$ cat config.mk
export PLATFORM = sky130hd
export DESIGN_NAME = power_clock_manager_core
export DESIGN_NICKNAME = d
export VERILOG_FILES = /design/src/logic/pcm_pkg.sv /design/src/logic/pcm_lock_cnt.sv /design/src/logic/pcm_pow2_div.sv /design/src/logic/power_clock_manager_core.sv
export SDC_FILE = /design/constraint.sdc
export NUM_CORES = 1
export LEC_CHECK = 0
export ABC_AREA = 0
export BUFFER_PORTS_ARGS = -buffer_cell sky130_fd_sc_hd__buf_4
export CORE_MARGIN = 5
export CORE_UTILIZATION = 35
export DETAILED_ROUTE_END_ITERATION = 8
export PLACE_DENSITY = 0.56
export SETUP_SLACK_MARGIN = 0.02
export SLEW_MARGIN = 0
export SYNTH_ARGS = -nofsm -noshare
export SYNTH_HDL_FRONTEND = slang
export SYNTH_SLANG_ARGS = --single-unit
$ cat constraint.sdc
create_clock -name clk_sys -period 10.3 [get_ports clk_sys]
set_input_delay 2.06 -clock clk_sys [delete_from_list [all_inputs] [get_ports clk_sys]]
set_output_delay 2.06 -clock clk_sys [all_outputs]
set_load 0.05 [all_outputs]
$ cat src/logic/pcm_pkg.sv
// Shared constants and types of the clock manager core
package pcm_pkg;
  // Source codes shared by master and programmable selectors
  typedef enum logic [1:0] {
    PCM_SRC_SLOW = 2'b00,
    PCM_SRC_MAIN = 2'b01,
    PCM_SRC_PLLA = 2'b10,
    PCM_SRC_PLLB = 2'b11
  } pcm_src_t;

  typedef enum logic [1:0] {
    PCM_FM_IDLE  = 2'b00,
    PCM_FM_WAIT  = 2'b01,
    PCM_FM_COUNT = 2'b10,
    PCM_FM_DONE  = 2'b11
  } pcm_fm_t;

  localparam int PCM_NUM_PERIPH  = 32;
  localparam int PCM_NUM_PROG    = 4;
  localparam int PCM_SCALE_MAX   = 6;
  localparam int PCM_CNT_W       = 11;
  localparam int PCM_FREQ_W      = 16;

  // System clock bit positions
  localparam int PCM_SYS_PROC    = 0;
  localparam int PCM_SYS_USB     = 1;
  localparam int PCM_SYS_PROG0   = 8;
  localparam logic [31:0] PCM_SYS_RESET = 32'h0000_0003;

  // Power status bit positions
  localparam int PCM_ST_OSC      = 0;
  localparam int PCM_ST_LOCK_A   = 1;
  localparam int PCM_ST_LOCK_B   = 2;
  localparam int PCM_ST_MRDY     = 3;
  localparam int PCM_ST_PROG0    = 8;

  // Oscillator start-up counts eight slow cycles per unit
  localparam int PCM_OSC_SHIFT   = 3;
  localparam logic [4:0] PCM_FM_SLOW_CYCLES = 5'h10;

  localparam logic [2:0] PCM_SCALE_RESET = 3'h0;
  localparam logic [1:0] PCM_RATIO_RESET = 2'h0;
  localparam logic [7:0] PCM_DIV_RESET   = 8'h00;
  localparam logic [10:0] PCM_MUL_RESET  = 11'h000;
endpackage

$ cat src/logic/pcm_lock_cnt.sv
// Slow-clock down counter that raises a ready flag when it expires
`timescale 1ns/1ps
module pcm_lock_cnt
  import pcm_pkg::*;
(
  input  wire logic                 clk_sys,
  input  wire logic                 rstSync_n,
  input  wire logic                 load,
  input  wire logic                 clearFlag,
  input  wire logic [PCM_CNT_W-1:0] loadVal,
  input  wire logic                 slowRise,
  input  wire logic                 kill,
  output logic                      ready
);
  logic [PCM_CNT_W-1:0] cnt_r;
  logic                 busy_r;

  // Kill beats load so a disabled source never reports ready
  always_ff @(posedge clk_sys or negedge rstSync_n) begin
    if (!rstSync_n) begin
      cnt_r  <= '0;
      busy_r <= 1'b0;
      ready  <= 1'b0;
    end else if (kill) begin
      busy_r <= 1'b0;
      ready  <= 1'b0;
    end else if (load) begin
      cnt_r  <= loadVal;
      busy_r <= 1'b1;
      if (clearFlag) begin
        ready <= 1'b0;
      end
    end else if (busy_r) begin
      if (cnt_r == '0) begin
        ready  <= 1'b1;
        busy_r <= 1'b0;
      end else if (slowRise) begin
        cnt_r <= cnt_r - 1'b1;
      end
    end
  end
endmodule

$ cat src/logic/pcm_pow2_div.sv
// Power-of-two clock divider driven by a sampled source level
`timescale 1ns/1ps
module pcm_pow2_div
  import pcm_pkg::*;
(
  input  wire logic       clk_sys,
  input  wire logic       rstSync_n,
  input  wire logic       srcClk,
  input  wire logic [2:0] scale,
  output logic            divClk,
  output logic            divRise
);
  logic       srcPrev_r;
  logic [5:0] cnt_r;
  logic       out_nxt;
  logic       outPrev_r;
  logic [2:0] scaleEff;

  // Codes above the top division clamp to divide by 64
  assign scaleEff = (scale > 3'(PCM_SCALE_MAX)) ? 3'(PCM_SCALE_MAX) : scale;

  // Count source rising edges
  always_ff @(posedge clk_sys or negedge rstSync_n) begin
    if (!rstSync_n) begin
      srcPrev_r <= 1'b0;
      cnt_r     <= 6'h00;
    end else begin
      srcPrev_r <= srcClk;
      if (srcClk && !srcPrev_r) begin
        cnt_r <= cnt_r + 6'h01;
      end
    end
  end

  // Bit k-1 of the edge count has a period of 2^k source cycles
  always_comb begin
    out_nxt = srcClk;
    if (scaleEff != 3'h0) begin
      out_nxt = cnt_r[scaleEff - 3'h1];
    end
  end

  always_ff @(posedge clk_sys or negedge rstSync_n) begin
    if (!rstSync_n) begin
      divClk    <= 1'b0;
      outPrev_r <= 1'b0;
    end else begin
      divClk    <= out_nxt;
      outPrev_r <= divClk;
    end
  end

  assign divRise = divClk && !outPrev_r;
endmodule

$ cat src/logic/power_clock_manager_core.sv
// Clock gating, selection, division and ready tracking of the clock manager
`timescale 1ns/1ps
module power_clock_manager_core
  import pcm_pkg::*;
(
  input  wire logic        clk_sys,
  input  wire logic        rst_n,
  input  wire logic        slowClk,
  input  wire logic        mainClk,
  input  wire logic        pllAClk,
  input  wire logic        pllBClk,
  input  wire logic        periphSetWr,
  input  wire logic [31:0] periphSetData,
  input  wire logic        periphClrWr,
  input  wire logic [31:0] periphClrData,
  output logic      [31:0] periphClkState,
  output logic      [31:0] periphClk,
  input  wire logic        sysSetWr,
  input  wire logic [31:0] sysSetData,
  input  wire logic        sysClrWr,
  input  wire logic [31:0] sysClrData,
  output logic      [31:0] sysClkState,
  input  wire logic [3:0]  progCfgWr,
  input  wire logic [1:0]  progSrcData,
  input  wire logic [2:0]  progScaleData,
  output logic      [3:0]  progClkOut,
  input  wire logic        oscCfgWr,
  input  wire logic        oscEnable,
  input  wire logic [7:0]  oscStartupCount,
  output logic             oscStable,
  output logic             freqMeasDone,
  output logic      [15:0] freqMeasValue,
  input  wire logic        pllACfgWr,
  input  wire logic        sourceA,
  input  wire logic [7:0]  predivA,
  input  wire logic [10:0] multiplierA,
  input  wire logic [1:0]  freqRangeA,
  input  wire logic [5:0]  lockCountA,
  input  wire logic        pllBCfgWr,
  input  wire logic [7:0]  predivB,
  input  wire logic [10:0] multiplierB,
  input  wire logic [1:0]  usbRatio,
  input  wire logic [5:0]  lockCountB,
  output logic             lockedA,
  output logic             lockedB,
  output logic             pllAOn,
  output logic             pllBOn,
  output logic      [1:0]  pllARange,
  output logic             pllAIn,
  output logic             pllBIn,
  output logic             usbClk,
  input  wire logic        mstCfgWr,
  input  wire logic [1:0]  mstSrcData,
  input  wire logic [2:0]  mstScaleData,
  input  wire logic [1:0]  procRatioData,
  output logic             masterReady,
  output logic             masterClk,
  output logic             procClk,
  output logic      [31:0] powerStatus,
  input  wire logic [31:0] irqEnable,
  output logic             irq
);
  logic              rstMeta_r;
  logic              rstSync_n;
  logic              slowPrev_r;
  logic              mainPrev_r;
  logic              slowRise;
  logic              mainRise;
  pcm_src_t          progSrc_r  [PCM_NUM_PROG];
  logic [2:0]        progScale_r [PCM_NUM_PROG];
  logic [3:0]        progDiv;
  logic [3:0]        progRise;
  logic [3:0]        progReady_r;
  logic              srcLevel   [PCM_NUM_PROG];
  logic [7:0]        predivA_r;
  logic [7:0]        predivB_r;
  logic [10:0]       multiplier_a_r;
  logic [10:0]       multiplier_b_r;
  logic              source_a_r;
  logic [1:0]        usbRatio_r;
  logic              chgA;
  logic              chgB;
  pcm_src_t          mstSrc_r;
  pcm_src_t          mstSrcEff;
  logic [2:0]        mstScale_r;
  logic [1:0]        procRatio_r;
  logic              mstPend_r;
  logic              mstChg;
  logic              mstSrcLevel;
  logic              procDiv;
  logic              procRise;
  logic              mstDiv;
  logic              pllAGated;
  logic              pllBGated;
  pcm_fm_t           fmState_r;
  logic [4:0]        fmSlowCnt_r;

  // Reset release through two flops; only the second is used
  always_ff @(posedge clk_sys or negedge rst_n) begin
    if (!rst_n) begin
      rstMeta_r <= 1'b0;
      rstSync_n <= 1'b0;
    end else begin
      rstMeta_r <= 1'b1;
      rstSync_n <= rstMeta_r;
    end
  end

  // Edge detection of sampled slow and main clocks
  always_ff @(posedge clk_sys or negedge rstSync_n) begin
    if (!rstSync_n) begin
      slowPrev_r <= 1'b0;
      mainPrev_r <= 1'b0;
    end else begin
      slowPrev_r <= slowClk;
      mainPrev_r <= mainClk;
    end
  end
  assign slowRise = slowClk && !slowPrev_r;
  assign mainRise = mainClk && !mainPrev_r;

  // Peripheral enables; clear wins when both arrive together
  always_ff @(posedge clk_sys or negedge rstSync_n) begin
    if (!rstSync_n) begin
      periphClkState <= 32'h0000_0000;
    end else begin
      periphClkState <= (periphClkState | (periphSetWr ? periphSetData : 32'h0000_0000))
                        & ~(periphClrWr ? periphClrData : 32'h0000_0000);
    end
  end
  // Bit n gates peripheral n, combinational so a stop is immediate
  assign periphClk = periphClkState & {PCM_NUM_PERIPH{masterClk}};

  // System clock enables for processor, USB and programmable outputs
  always_ff @(posedge clk_sys or negedge rstSync_n) begin
    if (!rstSync_n) begin
      sysClkState <= PCM_SYS_RESET;
    end else begin
      sysClkState <= (sysClkState | (sysSetWr ? sysSetData : 32'h0000_0000))
                     & ~(sysClrWr ? sysClrData : 32'h0000_0000);
    end
  end

  // PLL parameters; a change of tracked fields drops the lock
  assign chgA = (sourceA != source_a_r) || (multiplierA != multiplier_a_r) || (predivA != predivA_r);
  assign chgB = (multiplierB != multiplier_b_r) || (predivB != predivB_r);
  always_ff @(posedge clk_sys or negedge rstSync_n) begin
    if (!rstSync_n) begin
      source_a_r     <= 1'b0;
      predivA_r  <= PCM_DIV_RESET;
      predivB_r  <= PCM_DIV_RESET;
      multiplier_a_r     <= PCM_MUL_RESET;
      multiplier_b_r     <= PCM_MUL_RESET;
      pllARange  <= 2'h0;
      usbRatio_r <= PCM_RATIO_RESET;
    end else begin
      if (pllACfgWr) begin
        source_a_r    <= sourceA;
        predivA_r <= predivA;
        multiplier_a_r    <= multiplierA;
        pllARange <= freqRangeA;
      end
      if (pllBCfgWr) begin
        predivB_r  <= predivB;
        multiplier_b_r     <= multiplierB;
        usbRatio_r <= usbRatio;
      end
    end
  end
  assign pllAOn = (multiplier_a_r != PCM_MUL_RESET);
  assign pllBOn = (multiplier_b_r != PCM_MUL_RESET);

  // Pre-divider zero holds the reference low; the analog loop does the rest
  always_ff @(posedge clk_sys or negedge rstSync_n) begin
    if (!rstSync_n) begin
      pllAIn <= 1'b0;
      pllBIn <= 1'b0;
    end else begin
      pllAIn <= (predivA_r != PCM_DIV_RESET) && (source_a_r ? mainClk : 1'b0);
      pllBIn <= (predivB_r != PCM_DIV_RESET) && mainClk;
    end
  end
  assign pllAGated = pllAClk && pllAOn && (predivA_r != PCM_DIV_RESET);
  assign pllBGated = pllBClk && pllBOn && (predivB_r != PCM_DIV_RESET);

  // Lock counters reload on every write, clear only on a change
  pcm_lock_cnt u_lock_a (
    .clk_sys   (clk_sys),
    .rstSync_n (rstSync_n),
    .load      (pllACfgWr),
    .clearFlag (chgA),
    .loadVal   ({5'h00, lockCountA}),
    .slowRise  (slowRise),
    .kill      (!pllAOn && !pllACfgWr),
    .ready     (lockedA)
  );
  pcm_lock_cnt u_lock_b (
    .clk_sys   (clk_sys),
    .rstSync_n (rstSync_n),
    .load      (pllBCfgWr),
    .clearFlag (chgB),
    .loadVal   ({5'h00, lockCountB}),
    .slowRise  (slowRise),
    .kill      (!pllBOn && !pllBCfgWr),
    .ready     (lockedB)
  );

  // Oscillator start-up: eight slow cycles per unit of the count
  pcm_lock_cnt u_osc (
    .clk_sys   (clk_sys),
    .rstSync_n (rstSync_n),
    .load      (oscCfgWr && oscEnable),
    .clearFlag (1'b1),
    .loadVal   ({oscStartupCount, 3'h0}),
    .slowRise  (slowRise),
    .kill      (oscCfgWr && !oscEnable),
    .ready     (oscStable)
  );

  // Frequency meter starts on the slow edge after oscillator is stable
  always_ff @(posedge clk_sys or negedge rstSync_n) begin
    if (!rstSync_n) begin
      fmState_r     <= PCM_FM_IDLE;
      fmSlowCnt_r   <= 5'h00;
      freqMeasValue <= 16'h0000;
    end else begin
      case (fmState_r)
        PCM_FM_IDLE: begin
          if (oscStable) begin
            fmState_r <= PCM_FM_WAIT;
          end
        end
        PCM_FM_WAIT: begin
          if (slowRise) begin
            fmState_r     <= PCM_FM_COUNT;
            fmSlowCnt_r   <= 5'h00;
            freqMeasValue <= 16'h0000;
          end
        end
        PCM_FM_COUNT: begin
          if (mainRise) begin
            freqMeasValue <= freqMeasValue + 16'h0001;
          end
          if (slowRise) begin
            fmSlowCnt_r <= fmSlowCnt_r + 5'h01;
            if (fmSlowCnt_r == PCM_FM_SLOW_CYCLES - 5'h01) begin
              fmState_r <= PCM_FM_DONE;
            end
          end
        end
        PCM_FM_DONE: begin
          if (!oscStable) begin
            fmState_r <= PCM_FM_IDLE;
          end
        end
        default: fmState_r <= PCM_FM_IDLE;
      endcase
    end
  end
  assign freqMeasDone = (fmState_r == PCM_FM_DONE);

  // Programmable outputs; no glitch guard, so software disables first
  genvar gi;
  generate
    for (gi = 0; gi < PCM_NUM_PROG; gi++) begin : g_prog
      always_ff @(posedge clk_sys or negedge rstSync_n) begin
        if (!rstSync_n) begin
          progSrc_r[gi]   <= PCM_SRC_SLOW;
          progScale_r[gi] <= PCM_SCALE_RESET;
          progReady_r[gi] <= 1'b0;
          progClkOut[gi]  <= 1'b0;
        end else begin
          if (progCfgWr[gi]) begin
            progSrc_r[gi]  <= pcm_src_t'(progSrcData);
            progScale_r[gi] <= progScaleData;
          end
          // Ready once a divided edge of the new setting came out
          if (progCfgWr[gi] || !sysClkState[PCM_SYS_PROG0 + gi]) begin
            progReady_r[gi] <= 1'b0;
          end else if (progRise[gi]) begin
            progReady_r[gi] <= 1'b1;
          end
          progClkOut[gi] <= progDiv[gi] && sysClkState[PCM_SYS_PROG0 + gi];
        end
      end
      always_comb begin
        case (progSrc_r[gi])
          PCM_SRC_SLOW: srcLevel[gi] = slowClk;
          PCM_SRC_MAIN: srcLevel[gi] = mainClk;
          PCM_SRC_PLLA: srcLevel[gi] = pllAGated;
          PCM_SRC_PLLB: srcLevel[gi] = pllBGated;
          default:      srcLevel[gi] = slowClk;
        endcase
      end
      pcm_pow2_div u_div (
        .clk_sys   (clk_sys),
        .rstSync_n (rstSync_n),
        .srcClk    (srcLevel[gi]),
        .scale     (progScale_r[gi]),
        .divClk    (progDiv[gi]),
        .divRise   (progRise[gi])
      );
    end
  endgenerate

  // USB clock from PLL B, ratio code 0/1/2 divides by 1/2/4
  pcm_pow2_div u_usb_div (
    .clk_sys   (clk_sys),
    .rstSync_n (rstSync_n),
    .srcClk    (pllBGated && sysClkState[PCM_SYS_USB]),
    .scale     ({1'b0, usbRatio_r}),
    .divClk    (usbClk),
    .divRise   ()
  );

  // Master configuration; a change of source or prescale drops ready
  assign mstChg = mstCfgWr && ((mstSrcData != mstSrc_r) || (mstScaleData != mstScale_r));
  always_ff @(posedge clk_sys or negedge rstSync_n) begin
    if (!rstSync_n) begin
      mstSrc_r    <= PCM_SRC_SLOW;
      mstScale_r  <= PCM_SCALE_RESET;
      procRatio_r <= PCM_RATIO_RESET;
      mstPend_r   <= 1'b1;
    end else begin
      if (mstCfgWr) begin
        mstSrc_r    <= pcm_src_t'(mstSrcData);
        mstScale_r  <= mstScaleData;
        procRatio_r <= procRatioData;
      end
      if (mstChg) begin
        mstPend_r <= 1'b1;
      end else if (mstSrcEff == mstSrc_r && procRise) begin
        mstPend_r <= 1'b0;
      end
    end
  end

  // Selected PLL unlocked: A falls back to slow, B to main
  always_comb begin
    mstSrcEff = mstSrc_r;
    if (mstSrc_r == PCM_SRC_PLLA && !lockedA) begin
      mstSrcEff = PCM_SRC_SLOW;
    end else if (mstSrc_r == PCM_SRC_PLLB && !lockedB) begin
      mstSrcEff = PCM_SRC_MAIN;
    end
  end
  always_comb begin
    case (mstSrcEff)
      PCM_SRC_SLOW: mstSrcLevel = slowClk;
      PCM_SRC_MAIN: mstSrcLevel = mainClk;
      PCM_SRC_PLLA: mstSrcLevel = pllAGated;
      PCM_SRC_PLLB: mstSrcLevel = pllBGated;
      default:      mstSrcLevel = slowClk;
    endcase
  end
  assign masterReady = !mstPend_r && (mstSrcEff == mstSrc_r);

  pcm_pow2_div u_proc_div (
    .clk_sys   (clk_sys),
    .rstSync_n (rstSync_n),
    .srcClk    (mstSrcLevel),
    .scale     (mstScale_r),
    .divClk    (procDiv),
    .divRise   (procRise)
  );
  pcm_pow2_div u_mst_div (
    .clk_sys   (clk_sys),
    .rstSync_n (rstSync_n),
    .srcClk    (procDiv),
    .scale     ({1'b0, procRatio_r}),
    .divClk    (mstDiv),
    .divRise   ()
  );
  assign masterClk = mstDiv;
  assign procClk   = procDiv && sysClkState[PCM_SYS_PROC];

  // Status word and interrupt; flags are levels, so nothing is lost
  always_comb begin
    powerStatus = 32'h0000_0000;
    powerStatus[PCM_ST_OSC]   = oscStable;
    powerStatus[PCM_ST_LOCK_A] = lockedA;
    powerStatus[PCM_ST_LOCK_B] = lockedB;
    powerStatus[PCM_ST_MRDY]  = masterReady;
    powerStatus[PCM_ST_PROG0 +: PCM_NUM_PROG] = progReady_r;
  end
  always_ff @(posedge clk_sys or negedge rstSync_n) begin
    if (!rstSync_n) begin
      irq <= 1'b0;
    end else begin
      irq <= |(powerStatus & irqEnable);
    end
  end

  chk_periph_clr_stops: assert property (@(posedge clk_sys) disable iff (!rstSync_n)
    periphClrWr && periphClrData[4] |=> !periphClkState[4] && !periphClk[4])
    else $error("peripheral clock 4 still on after clear");
  chk_periph_set_on: assert property (@(posedge clk_sys) disable iff (!rstSync_n)
    periphSetWr && periphSetData[8] && !(periphClrWr && periphClrData[8]) |=> periphClkState[8])
    else $error("peripheral clock 8 not enabled by set");
  chk_zero_write_keeps: assert property (@(posedge clk_sys) disable iff (!rstSync_n)
    !(sysSetWr && sysSetData[PCM_SYS_PROG0]) && !(sysClrWr && sysClrData[PCM_SYS_PROG0])
    |=> sysClkState[PCM_SYS_PROG0] == $past(sysClkState[PCM_SYS_PROG0]))
    else $error("system clock bit changed without a one written");
  chk_lock_a_drop: assert property (@(posedge clk_sys) disable iff (!rstSync_n)
    pllACfgWr && chgA |=> !lockedA)
    else $error("lock A not cleared on parameter change");
  chk_master_ready_drop: assert property (@(posedge clk_sys) disable iff (!rstSync_n)
    mstChg |=> !masterReady)
    else $error("master ready not cleared on change");
  chk_fallback_slow: assert property (@(posedge clk_sys) disable iff (!rstSync_n)
    mstSrc_r == PCM_SRC_PLLA && !lockedA |-> mstSrcEff == PCM_SRC_SLOW && !masterReady)
    else $error("master not on slow clock while PLL A unlocked");
  chk_prediv_zero: assert property (@(posedge clk_sys) disable iff (!rstSync_n)
    predivB_r == PCM_DIV_RESET |-> !pllBGated ##1 !pllBIn)
    else $error("PLL B path active with pre-divider zero");
  chk_irq_gate: assert property (@(posedge clk_sys) disable iff (!rstSync_n)
    oscStable && irqEnable[PCM_ST_OSC] |=> irq)
    else $error("interrupt missing for enabled oscillator flag");
  chk_freq_done: assert property (@(posedge clk_sys) disable iff (!rstSync_n)
    $rose(freqMeasDone) |-> $past(slowRise) && fmSlowCnt_r == PCM_FM_SLOW_CYCLES)
    else $error("frequency meter stopped at wrong slow cycle");
  chk_prog_ready_drop: assert property (@(posedge clk_sys) disable iff (!rstSync_n)
    progCfgWr[0] |=> !progReady_r[0])
    else $error("output ready survived a configuration write");
  chk_pll_off_unlocked: assert property (@(posedge clk_sys) disable iff (!rstSync_n)
    !pllBOn && !pllBCfgWr |=> !lockedB)
    else $error("PLL B locked while turned off");
endmodule

## Yosys cells after proc, flatten, opt, wreduce, memory -nomap -nowiden

Cells that the tools add are included.

| storage, ports and cells | value |
|---|---|
| register bits after elaboration | 272 |
| input port bits | 254 |

| cells by class | value |
|---|---|
| $add $sub $neg | 19 |
| magnitude comparators | 14 |
| eq/ne operators | 40 |
| mux-type cells | 100 |
| bitwise gates (word level) | 11 |
| reductions and logical operators | 115 |

Operator list:

| operator | number |
|---|---|
| $mux W11 | 12 |
| $mux W32 | 4 |
| $and A32 B32 Y32 | 3 |
| $not A32 Y32 | 2 |
| $or A32 B32 Y32 | 2 |
| $mux W1 | 51 |
| $add A6 B1 Y6 const B | 7 |
| $reduce_bool A3 Y1 | 13 |
| $logic_and A1 B1 Y1 | 34 |
| $logic_not A11 Y1 | 3 |
| $sub A11 B1 Y11 const B | 3 |
| $and A12 B32 Y32 | 1 |
| $mux W16 | 2 |
| $pmux W16 S2 | 1 |
| $reduce_or A32 Y1 | 1 |
| $eq A2 B2 Y1 const B | 14 |
| $lt A3 B4 Y1 const B | 7 |
| $logic_not A1 Y1 | 25 |
| $reduce_bool A2 Y1 | 12 |
| $ne A11 B11 Y1 | 2 |
| $reduce_bool A11 Y1 | 2 |
| $bmux W1 S3 | 7 |
| $mux W3 | 7 |
| $sub A3 B1 Y3 const B | 7 |
| other kinds (27) | 77 |

## Logic depth before layout (Yosys ltp)

| logic depth | value |
|---|---|
| depth after elaboration | 8 |
| depth in mapped cells | 10 |

## By module

A second synthesis with hierarchy kept.

| second synthesis, totals | value |
|---|---|
| cell total of the unflattened synthesis | 1184 |
| area, all modules | 13217.7 um^2 |

By module, submodules not included:

| module | times used | cells an instance | area an instance (um^2) |
|---|---|---|---|
| power_clock_manager_core | 1 | 684 | 7901.3 |
| pcm_pow2_div | 7 | 29 | 391.6 |
| pcm_lock_cnt | 3 | 99 | 858.3 |

## Worst setup path after synthesis

Ideal clock, no wire load.

| path | value |
|---|---|
| kind | register to output |
| from | register u_lock_b.ready |
| to | output port powerStatus[3] |
| arrival | 2.223 ns |
| path slack | 6.017 ns |
| stages on the path, launching flop included | 5 |
| path through | dfrtp_1 mux2_4 nand2_4 a21oi_1 buf_4 |

| between the ends | value |
|---|---|
| longest elaborated chain between the ends | 6 |

Ends and longest elaborated chain:

| what | RTL line | source |
|---|---|---|
| from (decl) | pcm_lock_cnt.sv:13 | `output logic ready` |
| from (signal assigned) | pcm_lock_cnt.sv:23 | `ready <= 1'b0;` |
| from (signal assigned) | pcm_lock_cnt.sv:26 | `ready <= 1'b0;` |
| from (signal assigned) | pcm_lock_cnt.sv:31 | `ready <= 1'b0;` |
| $logic_not A1 Y1 | power_clock_manager_core.sv:343 | `end else if (mstSrc_r == PCM_SRC_PLLB && !lockedB) begin` |
| $logic_and A1 B1 Y1 | power_clock_manager_core.sv:343 |  |
| $mux W2 | power_clock_manager_core.sv:343 |  |
| $mux W2 | power_clock_manager_core.sv:341 | `if (mstSrc_r == PCM_SRC_PLLA && !lockedA) begin` |
| $eq A2 B2 Y1 | power_clock_manager_core.sv:356 | `assign masterReady = !mstPend_r && (mstSrcEff == mstSrc_r);` |
| $logic_and A1 B1 Y1 | power_clock_manager_core.sv:356 |  |
| to (decl) | power_clock_manager_core.sv:59 | `output logic [31:0] powerStatus,` |

Every way passes these cells.

## Worst setup path in the final report

| path | value |
|---|---|
| from | register u_lock_a.ready |
| to | output port masterReady |

| between the ends | value |
|---|---|
| longest elaborated chain between the ends | 5 |

Ends and longest elaborated chain:

| what | RTL line | source |
|---|---|---|
| from (decl) | pcm_lock_cnt.sv:13 |  |
| from (signal assigned) | pcm_lock_cnt.sv:23 |  |
| from (signal assigned) | pcm_lock_cnt.sv:26 |  |
| from (signal assigned) | pcm_lock_cnt.sv:31 |  |
| $logic_not A1 Y1 | power_clock_manager_core.sv:341 |  |
| $logic_and A1 B1 Y1 | power_clock_manager_core.sv:341 |  |
| $mux W2 | power_clock_manager_core.sv:341 |  |
| $eq A2 B2 Y1 | power_clock_manager_core.sv:356 |  |
| $logic_and A1 B1 Y1 | power_clock_manager_core.sv:356 |  |
| to (decl) | power_clock_manager_core.sv:56 | `output logic masterReady,` |

Every way passes these cells.

==> metrics.md <==
| Metric | Value |
|---|---|
| HPWL after detailed placement | 25.70 mm |
| RR Startpoint | u_osc.cnt_r[0]$_DFFE_PN0P_ |
| DR pass1 iterations | 4 |
| Worst IR Drop VDD | 0.1401 mV |
| Largest net degree at the start of global routing | between 100 and 150 |
| Cell Pwr Density | 216.1 nW/um^2 |
| Clock buffer depth | 3 |
| Clock Latency Late Sink | 560 ps |
| WL final | 34.64 mm |
| Ys async rst share | 100.0% |
| Post-CTS Resized | 0 |
| Final Setup Violations | 0 |
| GRT Total Usage | 16.46% |
| Share of layout cells above drive strength 1 | 35.00% |
| # DRC | 0 |
| Crit share post-route | approximately 43% |
| Least-Margin Pin Slew | 1150 ps |
| Reg2reg setup slack | 7680 ps |
| Status | completed |
| Clock-pin slew on the worst setup and hold paths | 60 ps |
| ANT nets after route | 0 |
| Die ar. | around 40000 sq um |
| Startpoint Class | register |
| Tmin final | 4429 ps |
| Crit Path Max Fanout | 6 |
| HP Start | rstMeta_r$_DFF_PN0_ |
| Routability Congestion | around 0.80 |
| Final hold vios | 0 |
| Avg Vias per Cell | 4.892 |
| I/O pin cnt | 417 |
| Worst EP arrival | 2370 ps |
| Placed Cells | between 1500 and 2000 |
| Number of flops mapped to enable cells by yosys | 0 |
| Clk_skew | 25.81 ps |
| Root Buffer | clkbuf_16 |
| H-tree Lvls | 1 |
| Post-Synthesis Cells | 1137 |
| TritonCTS clock tree | yes |
| Yosys reg bits | 268 |
| Relative slew slack | 22.74% |
| Starting Density | 35.42% |
| Crit path capture type | primary output |
| Post-CTS Setup Repair Bufs | 0 |
| Slew Limit Fails | 0 |
| Fin cells | 1981 |
| Core area | ~35000 sq um |
| Setup TNS | 0 ps |
| CTS buffer count | 31 |
| Avg Inst Size Synth | 11.05 sq um |
| Hold EP | rstSync_n$_DFF_PN0_ |
| Most frequent cells in the layout | buf_4 (369), dfrtp_1 (264), a21oi_1 (180), mux2_2 (78), nand2_1 (61) |
| # port buffers | about 370 |
| Hold Slack | 351.4 ps |
| Iter 0 DRT Violations | ~340 |
| P_leak | between 7 and 8 nW |
| Cells on worst reg2reg path | 8 |
| Clock sink count | 268 |
| Gr ovfl total | 0 |
| Min-Delay Path Depth | 0 |
| HP Class | register to register |
| Main synth FF type | dfrtp_1 |
| Commonest non-fill, non-tap cell in the layout | buf_4 |
| Vias in the first global route | 9831 |
| Post-CTS Hold Buffers | 0 |
| WS Path Type | register to primary output |
| Fin nets | between 1500 and 2000 |
| Max Freq | around 230 MHz |
| First-pass GRT wire length | 53.12 mm |
| Via count | a little under 10000 |
| Worst Path Required | a little over 8000 ps |
| Ys Warns | 0 |
| RSZ-0062 raised after global routing | no |
| WL/cell | about 17 um |
| Row cnt | 69 |
| Worst R2R End | u_osc.cnt_r[5]$_DFFE_PN0P_ |
| # diodes | 0 |
| Maxcap violations | 0 |
| Die Wd | 199.5 um |
| Syn Std Cell Area | 12570 sq um |
| Area growth syn-to-layout | 33.17% |
| Yosys cell types | 62 |
| Height of the chip | 199.5 um |
| Register area share after synthesis | 53.39% |
| Power Total | 3.617 mW |
| Initial antenna violation count | 0 |
-- cells in the mapped netlist (all sizes together), types with 14 or more instances --
cell type | number | area [sq um]
ha | 22 | 275.3
mux2i | 14 | 140.1
nor3 | 22 | 130.1
nand4 | 23 | 143.9
mux2 | 83 | 953.4
clkbuf | 36 | 135.1
dfrtp | 265 | 6631
nand2 | 63 | 246.5
xnor2 | 47 | 411.6
o21ai | 31 | 155.2
nor4 | 25 | 156.4
buf | 32 | 239.0
inv | 25 | 93.84
xor2 | 60 | 525.5
nand3 | 25 | 130.1
a21oi | 180 | 900.9
and2 | 40 | 250.2
nor2 | 44 | 165.2
-- worst max path at each step --
stage	start	slack (ps)	to	depth (start not counted)
floorplan	rstSync_n$_DFF_PN0_	2280	fmSlowCnt_r[0]$_DFFE_PN0P_	0
global placement	slowClk	6120	u_osc.cnt_r[5]$_DFFE_PN0P_	6
detailed placement	slowClk	6030	u_osc.cnt_r[5]$_DFFE_PN0P_	6
CTS	u_lock_a.ready$_DFFE_PN0P_	5760	masterReady	4
global route	u_lock_a.ready$_DFFE_PN0P_	5690	masterReady	4
finish	u_lock_a.ready$_DFFE_PN0P_	5870	masterReady	4
-- flip-flops by register name, indices dropped and copies added (netlist names), 5 cells and up --
register / count
u_lock_b.cnt_r: 11
predivB_r: 8
predivA_r: 8
multiplier_a_r: 11
progScale_r: 12
periphClkState: 32
u_proc_div.cnt_r: 6
freqMeasValue: 16
g_prog.u_div.cnt_r: 24
progSrc_r: 8
sysClkState: 32
u_osc.cnt_r: 11
multiplier_b_r: 11
fmSlowCnt_r: 5
u_lock_a.cnt_r: 11
-- power by group --
group | total, mW | internal, mW | switching (mW)
clock network | 1.15 | 0.710 | 0.443
logic | 1.03 | 0.418 | 0.612
registers | 1.43 | 1.24 | 0.193
-- layer usage --
layer,part of all wire [%],vias to the layer above,wire (um),track usage [%]
met5,0,-,0,0
met4,1.8,0,636,3.597
met3,8.2,53,2826,4.131
met2,49,277,17110,28.80
met1,41,4697,14070,20.66
li1,-,4664,-,-
-- cell type report --
cell class              count  area (sq um)
clock buffers              45         908.4
clock inverters            13         177.7
fillers                  3339         18750
inverters                  25         93.84
multi-input cells         799          5477
flip-flops and latches    268          6714
well taps                 461         576.8
repair buffers            370          2790
-- critical path, cell delays in order, from the launching register on --
cell	delay [ps]
dfrtp_1	650
mux2_4	280
nand2_4	60
a21oi_1	500
buf_4	310
-- kinds of logic after synthesis --
group                    count (synthesis)  synth area share [%]
AND/OR/NAND/NOR                        304                 13.40
XOR/XNOR                               107                 7.456
multiplexers                            99                 9.059
adder cells (fa/ha/maj)                 22                 2.190
AO/OA/AOI/OAI                          242                 10.72
flip-flops                             268                 53.39
other                                    2               0.05975
buffers and inverters                   93                 3.723
-- per-stage QoR --
stage / setup WS [ps] / instance area (sq um) / utilization [%]
after floorplan: 2283 / 12650 / -
after global placement: 6123 / 15650 / 44.11
after detailed placement: 6032 / 15650 / 44.11
after CTS: 5763 / 16740 / 47.17
after global routing: 5694 / 16740 / 47.17
final: 5871 / 16740 / 47.17
Power figures use the tool's default switching activity.
